File: config.mk
export PLATFORM = sky130hd
export DESIGN_NAME = hsr_result_port
export DESIGN_NICKNAME = d
export VERILOG_FILES = /design/src/design/hsr_pkg.sv /design/src/design/hsr_sync_if.sv /design/src/design/hsr_result_port.sv /design/src/design/hsr_pin_sync.sv
export VERILOG_INCLUDE_DIRS = /design/src /design/src/design
export SDC_FILE = /design/constraint.sdc
export NUM_CORES = 1
export LEC_CHECK = 0
export BUFFER_PORTS_ARGS = -buffer_cell sky130_fd_sc_hd__buf_2
export CAP_MARGIN = 10
export CORE_ASPECT_RATIO = 0.9
export CORE_MARGIN = 2
export CORE_UTILIZATION = 45
export DETAILED_ROUTE_END_ITERATION = 10
export PLACE_DENSITY = 0.68
export SYNTH_ARGS = -nofsm -noshare
export SYNTH_HDL_FRONTEND = slang
export SYNTH_SLANG_ARGS = --single-unit
File: constraint.sdc
create_clock -name clk -period 8.23 [get_ports clk]
set_input_delay 0.823 -clock clk [delete_from_list [all_inputs] [get_ports clk]]
set_output_delay 0.823 -clock clk [all_outputs]
set_load 0.01 [all_outputs]
File: src/design/hsr_defs.svh
/*
  Offsets, field positions, reset values, pin positions and timing counts
  for the handler and scan result port. Assumes a 25 MHz clock.
*/
`ifndef HSR_DEFS_SVH
`define HSR_DEFS_SVH
`define HSR_A_CTRL 8'h00
`define HSR_A_SCAN 8'h04
`define HSR_A_STAT 8'h08
`define HSR_A_ISTAT 8'h0c
`define HSR_A_IMASK 8'h10
`define HSR_C_EDGE 2
`define HSR_C_EXT 3
`define HSR_C_LVLA 4
`define HSR_C_LVLB 5
`define HSR_C_SWTRIG 7
`define HSR_CTRL_RST 8'h38
`define HSR_CH_MIN 7'h01
`define HSR_CH_MAX 7'h64
`define HSR_I_CONV 0
`define HSR_I_RES 1
`define HSR_I_SCAN 2
`define HSR_I_OVR 3
`define HSR_RESP_OK 2'h0
`define HSR_RESP_ERR 2'h2
`define HSR_CLK_NS 40
`define HSR_PULSE_NS 1000
`define HSR_PULSE_CYC ((`HSR_PULSE_NS + `HSR_CLK_NS - 1) / `HSR_CLK_NS)
`define HSR_P_FAIL 4
`define HSR_P_HIGH 5
`define HSR_P_PASS 6
`define HSR_P_CONV_DONE 7
`define HSR_P_SLOT1 9
`define HSR_P_SLOT2 10
`define HSR_P_SLOT3 11
`define HSR_P_SLOT4 12
`define HSR_P_SLOT5 13
`define HSR_P_USRB 15
`define HSR_P_USRA 16
`define HSR_P_READY 20
`define HSR_P_SLOT6 21
`define HSR_P_LOW 22
`define HSR_P_SLOT7 23
`define HSR_P_SLOT8 24
`define HSR_P_BINOUT 25
`define HSR_P_SC_HIGH 4
`define HSR_P_SC_CLK 5
`define HSR_P_SC_LOW 6
`define HSR_P_SC_PASS 7
`define HSR_P_SC_RELAY 20
`define HSR_P_SC_STROBE 22
`endif

File: src/design/hsr_pkg.sv
/*
  Types of the handler and scan result port.
  Assumes hsr_defs.svh for all numeric constants.
*/
package hsr_pkg;
  typedef enum logic [1:0] {
    HSR_COMPARE = 2'b00,
    HSR_BINNING = 2'b01,
    HSR_SCAN = 2'b10,
    HSR_NONE = 2'b11
  } hsr_mode_t;
  typedef enum logic [2:0] {
    HSR_ST_IDLE = 3'b000,
    HSR_ST_MEAS = 3'b001,
    HSR_ST_SETUP = 3'b010,
    HSR_ST_CLK = 3'b011,
    HSR_ST_SCAN_COMPLETE_STROBE = 3'b100
  } hsr_state_t;
endpackage : hsr_pkg

File: src/design/hsr_sync_if.sv
/*
  Carries a synchronised pin level and its edge pulses between modules.
  Assumes one clock on both sides.
*/
`timescale 1ns/1ps
interface hsr_sync_if;
  logic level;
  logic rise;
  logic fall;
  modport src (output level, output rise, output fall);
  modport dst (input level, input rise, input fall);
endinterface : hsr_sync_if

File: src/design/hsr_result_port.sv
/*
  Handler and scan result port: trigger input, grade pins, scan sequencing,
  AXI4-Lite registers and interrupt. Assumes a measurement engine on the same
  clock that answers each start with a conversion pulse and one result pulse.
*/
// The AXI4-Lite register port and the register offsets were chosen for this implementation.
`timescale 1ns/1ps
`include "hsr_defs.svh"
module hsr_result_port (
  // Clock, enable, reset
  input wire logic clk,
  input wire logic ce,
  input wire logic nrst,
  // AXI4-Lite slave
  input wire logic [7:0] s_axi_awaddr,
  input wire logic s_axi_awvalid,
  output logic s_axi_awready,
  input wire logic [31:0] s_axi_wdata,
  input wire logic [3:0] s_axi_wstrb,
  input wire logic s_axi_wvalid,
  output logic s_axi_wready,
  output logic [1:0] s_axi_bresp,
  output logic s_axi_bvalid,
  input wire logic s_axi_bready,
  input wire logic [7:0] s_axi_araddr,
  input wire logic s_axi_arvalid,
  output logic s_axi_arready,
  output logic [31:0] s_axi_rdata,
  output logic [1:0] s_axi_rresp,
  output logic s_axi_rvalid,
  input wire logic s_axi_rready,
  // Connector
  input wire logic trig_pin,
  output logic [24:0] conn_pin,
  output logic irq,
  // Measurement engine
  output logic meas_start,
  output logic [6:0] meas_channel,
  input wire logic conv_done,
  input wire logic res_valid,
  input wire logic res_hi,
  input wire logic res_lo,
  input wire logic [3:0] res_bin,
  input wire logic user_cond_a,
  input wire logic user_cond_b
);
  import hsr_pkg::*;

  logic [1:0] rst_sync_q;
  logic rst_n;
  hsr_mode_t mode_q, run_mode_q;
  logic edge_fall_q, ext_en_q, lvl_a_q, lvl_b_q, sw_trig_q;
  logic [6:0] ch_cnt_q, ch_idx_q;
  logic [3:0] istat_q, imask_q, ev;
  hsr_state_t st_q;
  logic [7:0] cnt_q;
  logic trig_evt, busy, last_ch, pulse_end;
  logic fail_q, hi_q, lo_q, pass_q, bin_miss_q;
  logic [7:0] grade_slot_q;
  logic custom_logic_out_a_q, custom_logic_out_b_q;
  logic conversion_done_q, ready_q;
  logic relay_q, sc_pass_q, sc_lo_q, sc_hi_q, scan_clk_q, scan_complete_strobe_q;
  logic [24:0] conn_d;
  logic aw_held_q, w_held_q;
  logic [7:0] aw_addr_q, wr_addr;
  logic [31:0] w_data_q;
  logic wr_go;

  hsr_sync_if trig_s ();

  // Reset released through two flops
  always_ff @(posedge clk or negedge nrst) begin
    if (!nrst) begin
      rst_sync_q <= 2'h0;
    end else begin
      rst_sync_q <= {rst_sync_q[0], 1'b1};
    end
  end
  assign rst_n = rst_sync_q[1];

  hsr_pin_sync u_trig_sync (
    .clk(clk),
    .rst_n(rst_n),
    .ce(ce),
    .pin(trig_pin),
    .o(trig_s)
  );

  // Edge choice applies to the pin only; the software trigger is a plain pulse
  assign trig_evt = (ext_en_q && (edge_fall_q ? trig_s.fall : trig_s.rise))
                    || sw_trig_q;
  assign busy = (st_q != HSR_ST_IDLE);
  assign last_ch = (ch_idx_q == ch_cnt_q - 7'h01);
  assign pulse_end = (cnt_q == 8'(`HSR_PULSE_CYC - 1));

  // Write channel: address and data taken in either order
  assign wr_go = aw_held_q && w_held_q && !s_axi_bvalid;
  assign wr_addr = aw_addr_q;
  always_ff @(posedge clk or negedge rst_n) begin
    if (!rst_n) begin
      aw_held_q <= 1'b0;
      w_held_q <= 1'b0;
      aw_addr_q <= 8'h00;
      w_data_q <= 32'h0;
      s_axi_awready <= 1'b0;
      s_axi_wready <= 1'b0;
      s_axi_bvalid <= 1'b0;
      s_axi_bresp <= `HSR_RESP_OK;
    end else if (ce) begin
      s_axi_awready <= !aw_held_q && !(s_axi_awvalid && s_axi_awready);
      s_axi_wready <= !w_held_q && !(s_axi_wvalid && s_axi_wready);
      if (s_axi_awvalid && s_axi_awready) begin
        aw_held_q <= 1'b1;
        aw_addr_q <= s_axi_awaddr;
      end
      if (s_axi_wvalid && s_axi_wready) begin
        w_held_q <= 1'b1;
        w_data_q <= s_axi_wdata;
      end
      if (wr_go) begin
        aw_held_q <= 1'b0;
        w_held_q <= 1'b0;
        s_axi_bvalid <= 1'b1;
        if (wr_addr == `HSR_A_CTRL || wr_addr == `HSR_A_SCAN ||
            wr_addr == `HSR_A_ISTAT || wr_addr == `HSR_A_IMASK) begin
          s_axi_bresp <= `HSR_RESP_OK;
        end else begin
          s_axi_bresp <= `HSR_RESP_ERR;
        end
      end else if (s_axi_bvalid && s_axi_bready) begin
        s_axi_bvalid <= 1'b0;
      end
    end
  end

  // Control registers; low byte lane only carries fields
  always_ff @(posedge clk or negedge rst_n) begin
    if (!rst_n) begin
      mode_q <= HSR_COMPARE;
      edge_fall_q <= 1'b0;
      ext_en_q <= 1'b1;
      lvl_a_q <= 1'b1;
      lvl_b_q <= 1'b1;
      sw_trig_q <= 1'b0;
      ch_cnt_q <= `HSR_CH_MAX;
      imask_q <= 4'h0;
    end else if (ce) begin
      sw_trig_q <= 1'b0;
      if (wr_go && s_axi_wstrb[0]) begin
        if (wr_addr == `HSR_A_CTRL) begin
          mode_q <= hsr_mode_t'(w_data_q[1:0]);
          edge_fall_q <= w_data_q[`HSR_C_EDGE];
          ext_en_q <= w_data_q[`HSR_C_EXT];
          lvl_a_q <= w_data_q[`HSR_C_LVLA];
          lvl_b_q <= w_data_q[`HSR_C_LVLB];
          sw_trig_q <= w_data_q[`HSR_C_SWTRIG];
        end else if (wr_addr == `HSR_A_SCAN) begin
          // Out-of-range counts clamp rather than fault
          if (w_data_q[7:0] < 8'(`HSR_CH_MIN)) begin
            ch_cnt_q <= `HSR_CH_MIN;
          end else if (w_data_q[7:0] > 8'(`HSR_CH_MAX)) begin
            ch_cnt_q <= `HSR_CH_MAX;
          end else begin
            ch_cnt_q <= w_data_q[6:0];
          end
        end else if (wr_addr == `HSR_A_IMASK) begin
          imask_q <= w_data_q[3:0];
        end
      end
    end
  end

  // Sticky events; a new event wins over a write-one clear
  assign ev[`HSR_I_CONV] = (st_q == HSR_ST_MEAS) && conv_done;
  assign ev[`HSR_I_RES] = (st_q == HSR_ST_MEAS) && res_valid;
  assign ev[`HSR_I_SCAN] = (st_q == HSR_ST_SCAN_COMPLETE_STROBE) && pulse_end;
  assign ev[`HSR_I_OVR] = busy && trig_evt;
  always_ff @(posedge clk or negedge rst_n) begin
    if (!rst_n) begin
      istat_q <= 4'h0;
      irq <= 1'b0;
    end else if (ce) begin
      if (wr_go && s_axi_wstrb[0] && wr_addr == `HSR_A_ISTAT) begin
        istat_q <= (istat_q & ~w_data_q[3:0]) | ev;
      end else begin
        istat_q <= istat_q | ev;
      end
      irq <= |(istat_q & imask_q);
    end
  end

  // Read channel: answer one cycle after the address is taken
  always_ff @(posedge clk or negedge rst_n) begin
    if (!rst_n) begin
      s_axi_arready <= 1'b0;
      s_axi_rvalid <= 1'b0;
      s_axi_rdata <= 32'h0;
      s_axi_rresp <= `HSR_RESP_OK;
    end else if (ce) begin
      s_axi_arready <= !s_axi_rvalid && !(s_axi_arvalid && s_axi_arready);
      if (s_axi_arvalid && s_axi_arready) begin
        s_axi_rvalid <= 1'b1;
        s_axi_rresp <= `HSR_RESP_OK;
        if (s_axi_araddr == `HSR_A_CTRL) begin
          s_axi_rdata <= {26'h0, lvl_b_q, lvl_a_q, ext_en_q, edge_fall_q, mode_q};
        end else if (s_axi_araddr == `HSR_A_SCAN) begin
          s_axi_rdata <= {25'h0, ch_cnt_q};
        end else if (s_axi_araddr == `HSR_A_STAT) begin
          s_axi_rdata <= {16'h0, 1'b0, ch_idx_q, 2'h0, ready_q, conversion_done_q,
                          st_q, busy};
        end else if (s_axi_araddr == `HSR_A_ISTAT) begin
          s_axi_rdata <= {28'h0, istat_q};
        end else if (s_axi_araddr == `HSR_A_IMASK) begin
          s_axi_rdata <= {28'h0, imask_q};
        end else begin
          s_axi_rdata <= 32'h0;
          s_axi_rresp <= `HSR_RESP_ERR;
        end
      end else if (s_axi_rvalid && s_axi_rready) begin
        s_axi_rvalid <= 1'b0;
      end
    end
  end

  // Sequencer: single measurement, or a scan of ch_cnt_q channels
  always_ff @(posedge clk or negedge rst_n) begin
    if (!rst_n) begin
      st_q <= HSR_ST_IDLE;
      run_mode_q <= HSR_COMPARE;
      ch_idx_q <= 7'h00;
      cnt_q <= 8'h00;
      meas_start <= 1'b0;
      meas_channel <= 7'h00;
      conversion_done_q <= 1'b0;
      ready_q <= 1'b0;
      relay_q <= 1'b0;
      scan_clk_q <= 1'b0;
      scan_complete_strobe_q <= 1'b0;
    end else if (ce) begin
      meas_start <= 1'b0;
      case (st_q)
        HSR_ST_IDLE: begin
          run_mode_q <= mode_q;
          ready_q <= ext_en_q;
          if (trig_evt && mode_q != HSR_NONE) begin
            // One trigger, one measurement or one scan of ch_cnt_q channels; triggers while busy are dropped
            st_q <= HSR_ST_MEAS;
            run_mode_q <= mode_q;
            ch_idx_q <= 7'h00;
            meas_channel <= 7'h00;
            meas_start <= 1'b1;
            ready_q <= 1'b0;
            conversion_done_q <= 1'b0;
            relay_q <= (mode_q == HSR_SCAN);
          end
        end
        HSR_ST_MEAS: begin
          if (conv_done) begin
            conversion_done_q <= ext_en_q;
          end
          if (res_valid) begin
            cnt_q <= 8'h00;
            if (run_mode_q == HSR_SCAN) begin
              st_q <= HSR_ST_SETUP;
            end else begin
              st_q <= HSR_ST_IDLE;
              ready_q <= ext_en_q;
            end
          end
        end
        HSR_ST_SETUP: begin
          cnt_q <= cnt_q + 8'h01;
          if (pulse_end) begin
            cnt_q <= 8'h00;
            st_q <= HSR_ST_CLK;
            scan_clk_q <= 1'b1;
          end
        end
        HSR_ST_CLK: begin
          cnt_q <= cnt_q + 8'h01;
          if (pulse_end) begin
            cnt_q <= 8'h00;
            scan_clk_q <= 1'b0;
            relay_q <= 1'b0;
            if (last_ch) begin
              st_q <= HSR_ST_SCAN_COMPLETE_STROBE;
              scan_complete_strobe_q <= 1'b1;
            end else begin
              st_q <= HSR_ST_MEAS;
              ch_idx_q <= ch_idx_q + 7'h01;
              meas_channel <= ch_idx_q + 7'h01;
              meas_start <= 1'b1;
              relay_q <= 1'b1;
            end
          end
        end
        HSR_ST_SCAN_COMPLETE_STROBE: begin
          cnt_q <= cnt_q + 8'h01;
          if (pulse_end) begin
            scan_complete_strobe_q <= 1'b0;
            st_q <= HSR_ST_IDLE;
            ready_q <= ext_en_q;
          end
        end
        default: begin
          st_q <= HSR_ST_IDLE;
        end
      endcase
    end
  end

  // Grades hold until the next result; a mode change clears stale ones
  always_ff @(posedge clk or negedge rst_n) begin
    if (!rst_n) begin
      {fail_q, hi_q, lo_q, pass_q, bin_miss_q} <= 5'h0;
      {sc_pass_q, sc_lo_q, sc_hi_q} <= 3'h0;
      grade_slot_q <= 8'h00;
      custom_logic_out_a_q <= 1'b0;
      custom_logic_out_b_q <= 1'b0;
    end else if (ce) begin
      if (st_q == HSR_ST_IDLE && mode_q != run_mode_q) begin
        {fail_q, hi_q, lo_q, pass_q, bin_miss_q} <= 5'h0;
        {sc_pass_q, sc_lo_q, sc_hi_q} <= 3'h0;
        grade_slot_q <= 8'h00;
      end else if (st_q == HSR_ST_MEAS && res_valid) begin
        custom_logic_out_a_q <= user_cond_a ? lvl_a_q : !lvl_a_q;
        custom_logic_out_b_q <= user_cond_b ? lvl_b_q : !lvl_b_q;
        if (run_mode_q == HSR_COMPARE) begin
          fail_q <= res_hi || res_lo;
          hi_q <= res_hi;
          lo_q <= res_lo && !res_hi;
          pass_q <= !res_hi && !res_lo;
        end else if (run_mode_q == HSR_BINNING) begin
          grade_slot_q <= 8'h00;
          if (res_bin >= 4'h1 && res_bin <= 4'h8) begin
            grade_slot_q[3'(res_bin - 4'h1)] <= 1'b1;
            bin_miss_q <= 1'b0;
          end else begin
            bin_miss_q <= 1'b1;
          end
        end else begin
          sc_hi_q <= res_hi;
          sc_lo_q <= res_lo && !res_hi;
          sc_pass_q <= !res_hi && !res_lo;
        end
      end
    end
  end

  // Pin functions follow the running mode; unused pins stay low
  always_comb begin
    conn_d = 25'h0;
    if (run_mode_q == HSR_SCAN) begin
      conn_d[`HSR_P_SC_HIGH-1] = sc_hi_q;
      conn_d[`HSR_P_SC_LOW-1] = sc_lo_q;
      conn_d[`HSR_P_SC_PASS-1] = sc_pass_q;
      conn_d[`HSR_P_SC_CLK-1] = scan_clk_q;
      conn_d[`HSR_P_SC_RELAY-1] = relay_q;
      conn_d[`HSR_P_SC_STROBE-1] = scan_complete_strobe_q;
    end else if (run_mode_q != HSR_NONE) begin
      conn_d[`HSR_P_CONV_DONE-1] = conversion_done_q;
      conn_d[`HSR_P_READY-1] = ready_q;
      conn_d[`HSR_P_USRA-1] = custom_logic_out_a_q;
      conn_d[`HSR_P_USRB-1] = custom_logic_out_b_q;
      if (run_mode_q == HSR_COMPARE) begin
        conn_d[`HSR_P_FAIL-1] = fail_q;
        conn_d[`HSR_P_HIGH-1] = hi_q;
        conn_d[`HSR_P_LOW-1] = lo_q;
        conn_d[`HSR_P_PASS-1] = pass_q;
      end else begin
        conn_d[`HSR_P_SLOT1-1] = grade_slot_q[0];
        conn_d[`HSR_P_SLOT2-1] = grade_slot_q[1];
        conn_d[`HSR_P_SLOT3-1] = grade_slot_q[2];
        conn_d[`HSR_P_SLOT4-1] = grade_slot_q[3];
        conn_d[`HSR_P_SLOT5-1] = grade_slot_q[4];
        conn_d[`HSR_P_SLOT6-1] = grade_slot_q[5];
        conn_d[`HSR_P_SLOT7-1] = grade_slot_q[6];
        conn_d[`HSR_P_SLOT8-1] = grade_slot_q[7];
        conn_d[`HSR_P_BINOUT-1] = bin_miss_q;
      end
    end
  end

  // Pins lag internal state by one cycle so every pin leaves a flop
  always_ff @(posedge clk or negedge rst_n) begin
    if (!rst_n) begin
      conn_pin <= 25'h0;
    end else if (ce) begin
      conn_pin <= conn_d;
    end
  end
endmodule : hsr_result_port

File: src/design/hsr_pin_sync.sv
/*
  Three-stage pin synchroniser with agreement filter and edge pulses.
  Assumes an asynchronous pin and an already synchronised reset.
*/
`timescale 1ns/1ps
module hsr_pin_sync (
  // Clock and reset
  input wire logic clk,
  input wire logic rst_n,
  input wire logic ce,
  // Pin and result
  input wire logic pin,
  hsr_sync_if.src o
);
  logic s1_q;
  logic s2_q;
  logic s3_q;
  logic lv_q;
  logic rise_q;
  logic fall_q;

  always_ff @(posedge clk or negedge rst_n) begin
    if (!rst_n) begin
      s1_q <= 1'b0;
      s2_q <= 1'b0;
      s3_q <= 1'b0;
    end else if (ce) begin
      s1_q <= pin;
      s2_q <= s1_q;
      s3_q <= s2_q;
    end
  end

  // A change counts only once stages two and three agree
  always_ff @(posedge clk or negedge rst_n) begin
    if (!rst_n) begin
      lv_q <= 1'b0;
      rise_q <= 1'b0;
      fall_q <= 1'b0;
    end else if (ce) begin
      rise_q <= (s2_q == s3_q) && s3_q && !lv_q;
      fall_q <= (s2_q == s3_q) && !s3_q && lv_q;
      if (s2_q == s3_q) begin
        lv_q <= s3_q;
      end
    end
  end

  assign o.level = lv_q;
  assign o.rise = rise_q;
  assign o.fall = fall_q;
endmodule : hsr_pin_sync

=== Yosys cells after proc, flatten, opt, wreduce, memory -nomap -nowiden ===
Cells that the tools add are included.

* $add $sub $neg: 4
* $lt $le $gt $ge: 6
* Eq/ne operators: 31
* Bitwise logic cells: 8
* Mux-type cells: 115
* Reduce and logical (&&, ||, !) cells: 90

{| class="wikitable"
|+ Operators with widths
! cell !! count
|-
| $mux W1 || 63
|-
| $mux W8 || 7
|-
| $mux W15 || 3
|-
| $mux W7 || 5
|-
| $logic_and A1 B1 Y1 || 27
|-
| $mux W3 || 9
|-
| $ne A2 B2 Y1 const B || 13
|-
| $eq A8 B4 Y1 const B || 3
|-
| $eq A8 B5 Y1 const B || 3
|-
| $pmux W8 S3 || 1
|-
| $reduce_and A4 Y1 || 6
|-
| $reduce_bool A2 Y1 || 11
|-
| $mux W4 || 5
|-
| $reduce_and A2 Y1 || 10
|-
| $reduce_and A5 Y1 || 4
|-
| $mux W2 || 9
|-
| $eq A8 B3 Y1 const B || 2
|-
| $logic_not A8 Y1 || 2
|-
| $mux W5 || 3
|-
| $pmux W3 S5 || 1
|-
| $pmux W7 S2 || 1
|-
| $logic_not A1 Y1 || 13
|-
| $reduce_and A3 Y1 || 4
|-
| $pmux W1 S2 || 5
|-
| other kinds (32) || 44
|}

* Output and inout port bits: 75
* Word-level logic and storage cells: 305
* Input port bits: 71
* Flip-flop bits (word level): 151

=== Logic depth before layout (Yosys ltp) ===
* Word-level depth: 10
* Depth in mapped cells: 8
* Mapped depth without buffers: 8

=== Cells and area by module ===
A second synthesis with hierarchy kept.

* Cells, all modules: 622
* Area total of the unflattened synthesis: 6540.0 µm²

{| class="wikitable"
|+ Modules (own cells, without submodules)
! module !! area an instance (µm²) !! times used !! cells each !! seq. area each (µm²)
|-
| hsr_result_port || 6258.5 || 1 || 598 || 3135.5
|-
| hsr_pin_sync || 281.5 || 1 || 24 || 150.1
|}

=== Least setup slack after synthesis ===
OpenSTA, ideal clock, no wires.

* Path kind: in2reg
* Start: input s_axi_araddr[1]
* End: register s_axi_rdata[10]
* Arrival time: 2.276 ns
* Slack: 5.887 ns
* Stages: 4
* Path through: or4_1 -> or3_1 -> nor3b_2 -> a22o_1

* Longest elaborated chain between the ends: 4
* Elaborated cells on any way between the ends: 6
* Those cells by class: eq/ne (2); mux (3); reduce/logical (1)

{| class="wikitable"
|+ RTL lines
! item !! line !! text
|-
| from (decl) || hsr_result_port.sv:25 || <nowiki>input wire logic [7:0] s_axi_araddr,</nowiki>
|-
| $eq A8 B4 Y1 (no line) || n/a ||
|-
| $mux W15 || hsr_result_port.sv:208 || <nowiki>end else if (s_axi_araddr == `HSR_A_STAT) begin</nowiki>
|-
| $mux W15 || hsr_result_port.sv:206 || <nowiki>end else if (s_axi_araddr == `HSR_A_SCAN) begin</nowiki>
|-
| $mux W15 * || hsr_result_port.sv:204 || <nowiki>if (s_axi_araddr == `HSR_A_CTRL) begin</nowiki>
|-
| to (signal assigned) || hsr_result_port.sv:205 || <nowiki>s_axi_rdata <= {26'h0, lvl_b_q, lvl_a_q, ext_en_q, edge_fall_q, mode_q};</nowiki>
|-
| to (signal assigned) || hsr_result_port.sv:207 || <nowiki>s_axi_rdata <= {25'h0, ch_cnt_q};</nowiki>
|-
| to (signal assigned) || hsr_result_port.sv:209 || <nowiki>s_axi_rdata <= {16'h0, 1'b0, ch_idx_q, 2'h0, ready_q, conversion_done_q,</nowiki>
|-
| to (decl) || hsr_result_port.sv:28 || <nowiki>output logic [31:0] s_axi_rdata,</nowiki>
|}

Mark *: on every way between the ends. The rest lies on a longest branch, timed or not.
A chain may end at the register's enable or synchronous reset.

=== Worst setup path after layout ===
* Start: input ce
* End: register sc_lo_q

* Longest elaborated chain between the ends: 1

{| class="wikitable"
|+ RTL lines
! item !! line !! text
|-
| from (decl) || hsr_result_port.sv:12 || <nowiki>input wire logic ce,</nowiki>
|-
| $reduce_and A4 Y1 (no line) || n/a ||
|-
| to (signal assigned) || hsr_result_port.sv:343 || <nowiki>sc_lo_q <= res_lo && !res_hi;</nowiki>
|-
| to (decl) || hsr_result_port.sv:62 || <nowiki>logic relay_q, sc_pass_q, sc_lo_q, sc_hi_q, scan_clk_q, scan_complete_strobe_q;</nowiki>
|}

No other way between the ends.

==> flow_summary.ini <==
[run_status]
outcome = complete, no violations

[route]
post-route-drc-count = 0
antenna_violating_nets_post_route = 0
vias_per_cell = 5.39
detail_route.first_pass.iterations = 4
via_count = 4923
routed_wl_mm = 14.6
dr.first_iter.drc_count = 308
wl_per_cell_um = 16.0

[timing]
maxClockFrequency_ghz = 0.366
fin_crit_sh = 0.332
timing_hold_violations_final = 0
worst_slew_pin_slew_ps = 847
setup_tns_ps = 0
grt_setup_unrepaired = no
final.setup.worst_slack_ps = 5500
finalClockSkew_ps = 15.4
finalSetupViolCount = 0
fin_worst_hold_slack_ps = 185
crit_path_time_final_ps = 2730
maxSlewViolCount = 0
maxSlewHeadroom = 0.430

[synthesis]
ys_top_cells_by_count = dfrtp_1, nand2_1, nor2_1
synth_top_cell_by_area = dfrtp_1
syn-instance-count = 618
yosys_most_used_dff = dfrtp_1
synthesis.area_mm2 = 0.00646
yosys.cell_count.top_type = dfrtp_1
ys_warn_count = 0
synth_cell_types = 63
netlist.area_leader.share = 0.484
synth-async-reset-ratio = 1.00
synth_edf_count = 0
syn_avg_cell_area_um2 = 10.4
largest_cells_by_area_after_synthesis = dfrtp_1, mux2_2, nand2_1, buf_4, o21ai_0
postSynthRegisterBits = 131
synth.yosys.seq_area_share = 0.509

[power_and_ir_drop]
report.power.total_w = 0.00220
ir_worst_vdd_v = 0.000159
static-leakage-power_nw = 3.61
power.density_mw_per_mm2 = 291

[placement]
dpl.hpwl_mm = 10.4
placement.io_buffers = 90
postPlaceCellArea_mm2 = 0.00698
routabilityCongestion = 0.884
place_ws_ps = 5090

[clock_network]
tritoncts_clock_tree = yes
cts.root.buffer_cell = clkbuf_16
clk_transition_reported_paths_ps = 60
post_cts_hold_buffer_count = 0
clock_path_buffers = 2
insertion_delay_ps = 420
clock_tree.htree_level_count = 4
clkSinkCount = 131
cts.repair.resized = 0
post_cts.repair.setup_buffers = 0
cts_buffers = 17

[setup_path]
cp_cell_sequence = buf_2 -> buf_4 -> inv_1 -> or2_2 -> o21ai_0 -> o21ai_0 -> mux2_2
critical_path.top_delay_family = buffers and inverters
crit_buf_inv = 3
cp.required_ps = 8530
end_kind = flop
crit_path_frequent_cell = o21ai_0
critical_path_depth = 7
crit_path_max_incr_delay_ps = 480
worstPathArrival_ps = 3040
cp_max_fo = 39
cpMaxStageDelayCell = inv_1
rr_worst_depth = 6
worstSetupPathType = input pin to flop
setup.worst_path.start_class = input pin

[die]
dieHeight_um = 118
io_pins = 146
initial_utilization = 0.461
die_x_um = 130
core_mm2 = 0.0140
floorplan.rows = 41
dieArea_mm2 = 0.0153

[global_route]
first_global_vias = 4591
antenna_found_initial = 0
track_usage = 0.199
grt_max_degree = 69
overflow = 0
wire_length_of_the_first_global_routing_pass_mm = 23.6

[final_layout]
fillerInstances = 1275
antenna-diode-count = 0
finalInstanceArea_mm2 = 0.00757
nNetsFinal = 787
area_growth_pct = 17.2
post_route_cells_drive_above_1_share = 0.247

[job]
max-cap-violations = 0

[min_path]
hp-class = input pin to asynchronous set/reset pin
state kept, by name (all words and copies together), names as in the netlist, 2 cells and up:
name          cells
ch_idx_q          7
ch_cnt_q          7
run_mode_q        2
mode_q            2
istat_q           4
cnt_q             8
rst_sync_q        2
s_axi_rdata      14
st_q              3
conn_pin         17
w_data_q          8
aw_addr_q         8
grade_slot_q      8
imask_q           4
worst reg2reg max path, delay by kind of cell, from the launching register on:
kind	cells	cell delay, ps
compound gates	1	210
simple gates	5	1740
flops	1	540
kinds of logic (layout without fill, tap and decap cells):
family,after synthesis,in the layout,share of synthesized area
mux,47,47,0.0800
fa+ha+maj,8,8,0.0155
other cells,2,29,0.00116
compound gates,148,148,0.160
xor+xnor,21,21,0.0285
buf+inv,73,149,0.0593
flops,131,131,0.509
simple gates,188,188,0.146
power by group:
part	leakage [nW]	internal [W]	total, W	switching (W)
Sequential	1.69	0.000794	0.000961	0.000167
Clock	0.291	0.000485	0.000744	0.000259
Combinational	1.63	0.000224	0.000494	0.000270
layout make-up:
type	instances	area, µm²	share of cell area
repair buffers	92	465	0.0615
multi-input cells	441	2890	0.382
inverters	25	93.8	0.0124
clock inverters	5	75.1	0.00992
well taps	193	241	0.0319
clock buffers	27	513	0.0678
flip-flops and latches	131	3290	0.435
through the flow:
stage / cells / util
floorplan: 645 / -
global placement: 882 / 0.498
detailed placement: 882 / 0.498
CTS: 914 / 0.540
global route: 914 / 0.540
finish: 914 / 0.540
cells in the final DEF, fill, tap and decap left out, types with 7 or more instances in the layout:
cell type / instances
a22o_1: 22
clkbuf_16: 17
nand2_1: 63
xnor2_1: 7
o21ai_0: 39
nand2b_1: 7
nor3_1: 12
dfrtp_1: 124
a21oi_1: 29
buf_2: 90
o2bb2ai_1: 7
inv_1: 25
xor2_1: 14
mux2_2: 37
nand3_1: 15
o31ai_1: 8
nor2_1: 42
conb_1: 29
ha_1: 8
mux2i_1: 10
final timing paths:
check                         startpoint               to  slack (ps)
max                                   ce          sc_lo_q        5500
min                                 nrst    rst_sync_q[0]         180
max reg2reg                      st_q[0]  grade_slot_q[4]        5670
min reg2reg                rst_sync_q[0]    rst_sync_q[1]         350
max in group asynchronous  rst_sync_q[1]          relay_q        6450
min in group clk           rst_sync_q[0]    rst_sync_q[1]         350
routing by layer:
metal	share of wire	track usage
met1	0.47	0.285
met2	0.46	0.287
met3	0.065	0.0641
met4	0.012	0.0598
met5	0	0
No activity file was read; power rests on OpenSTA's default activity.
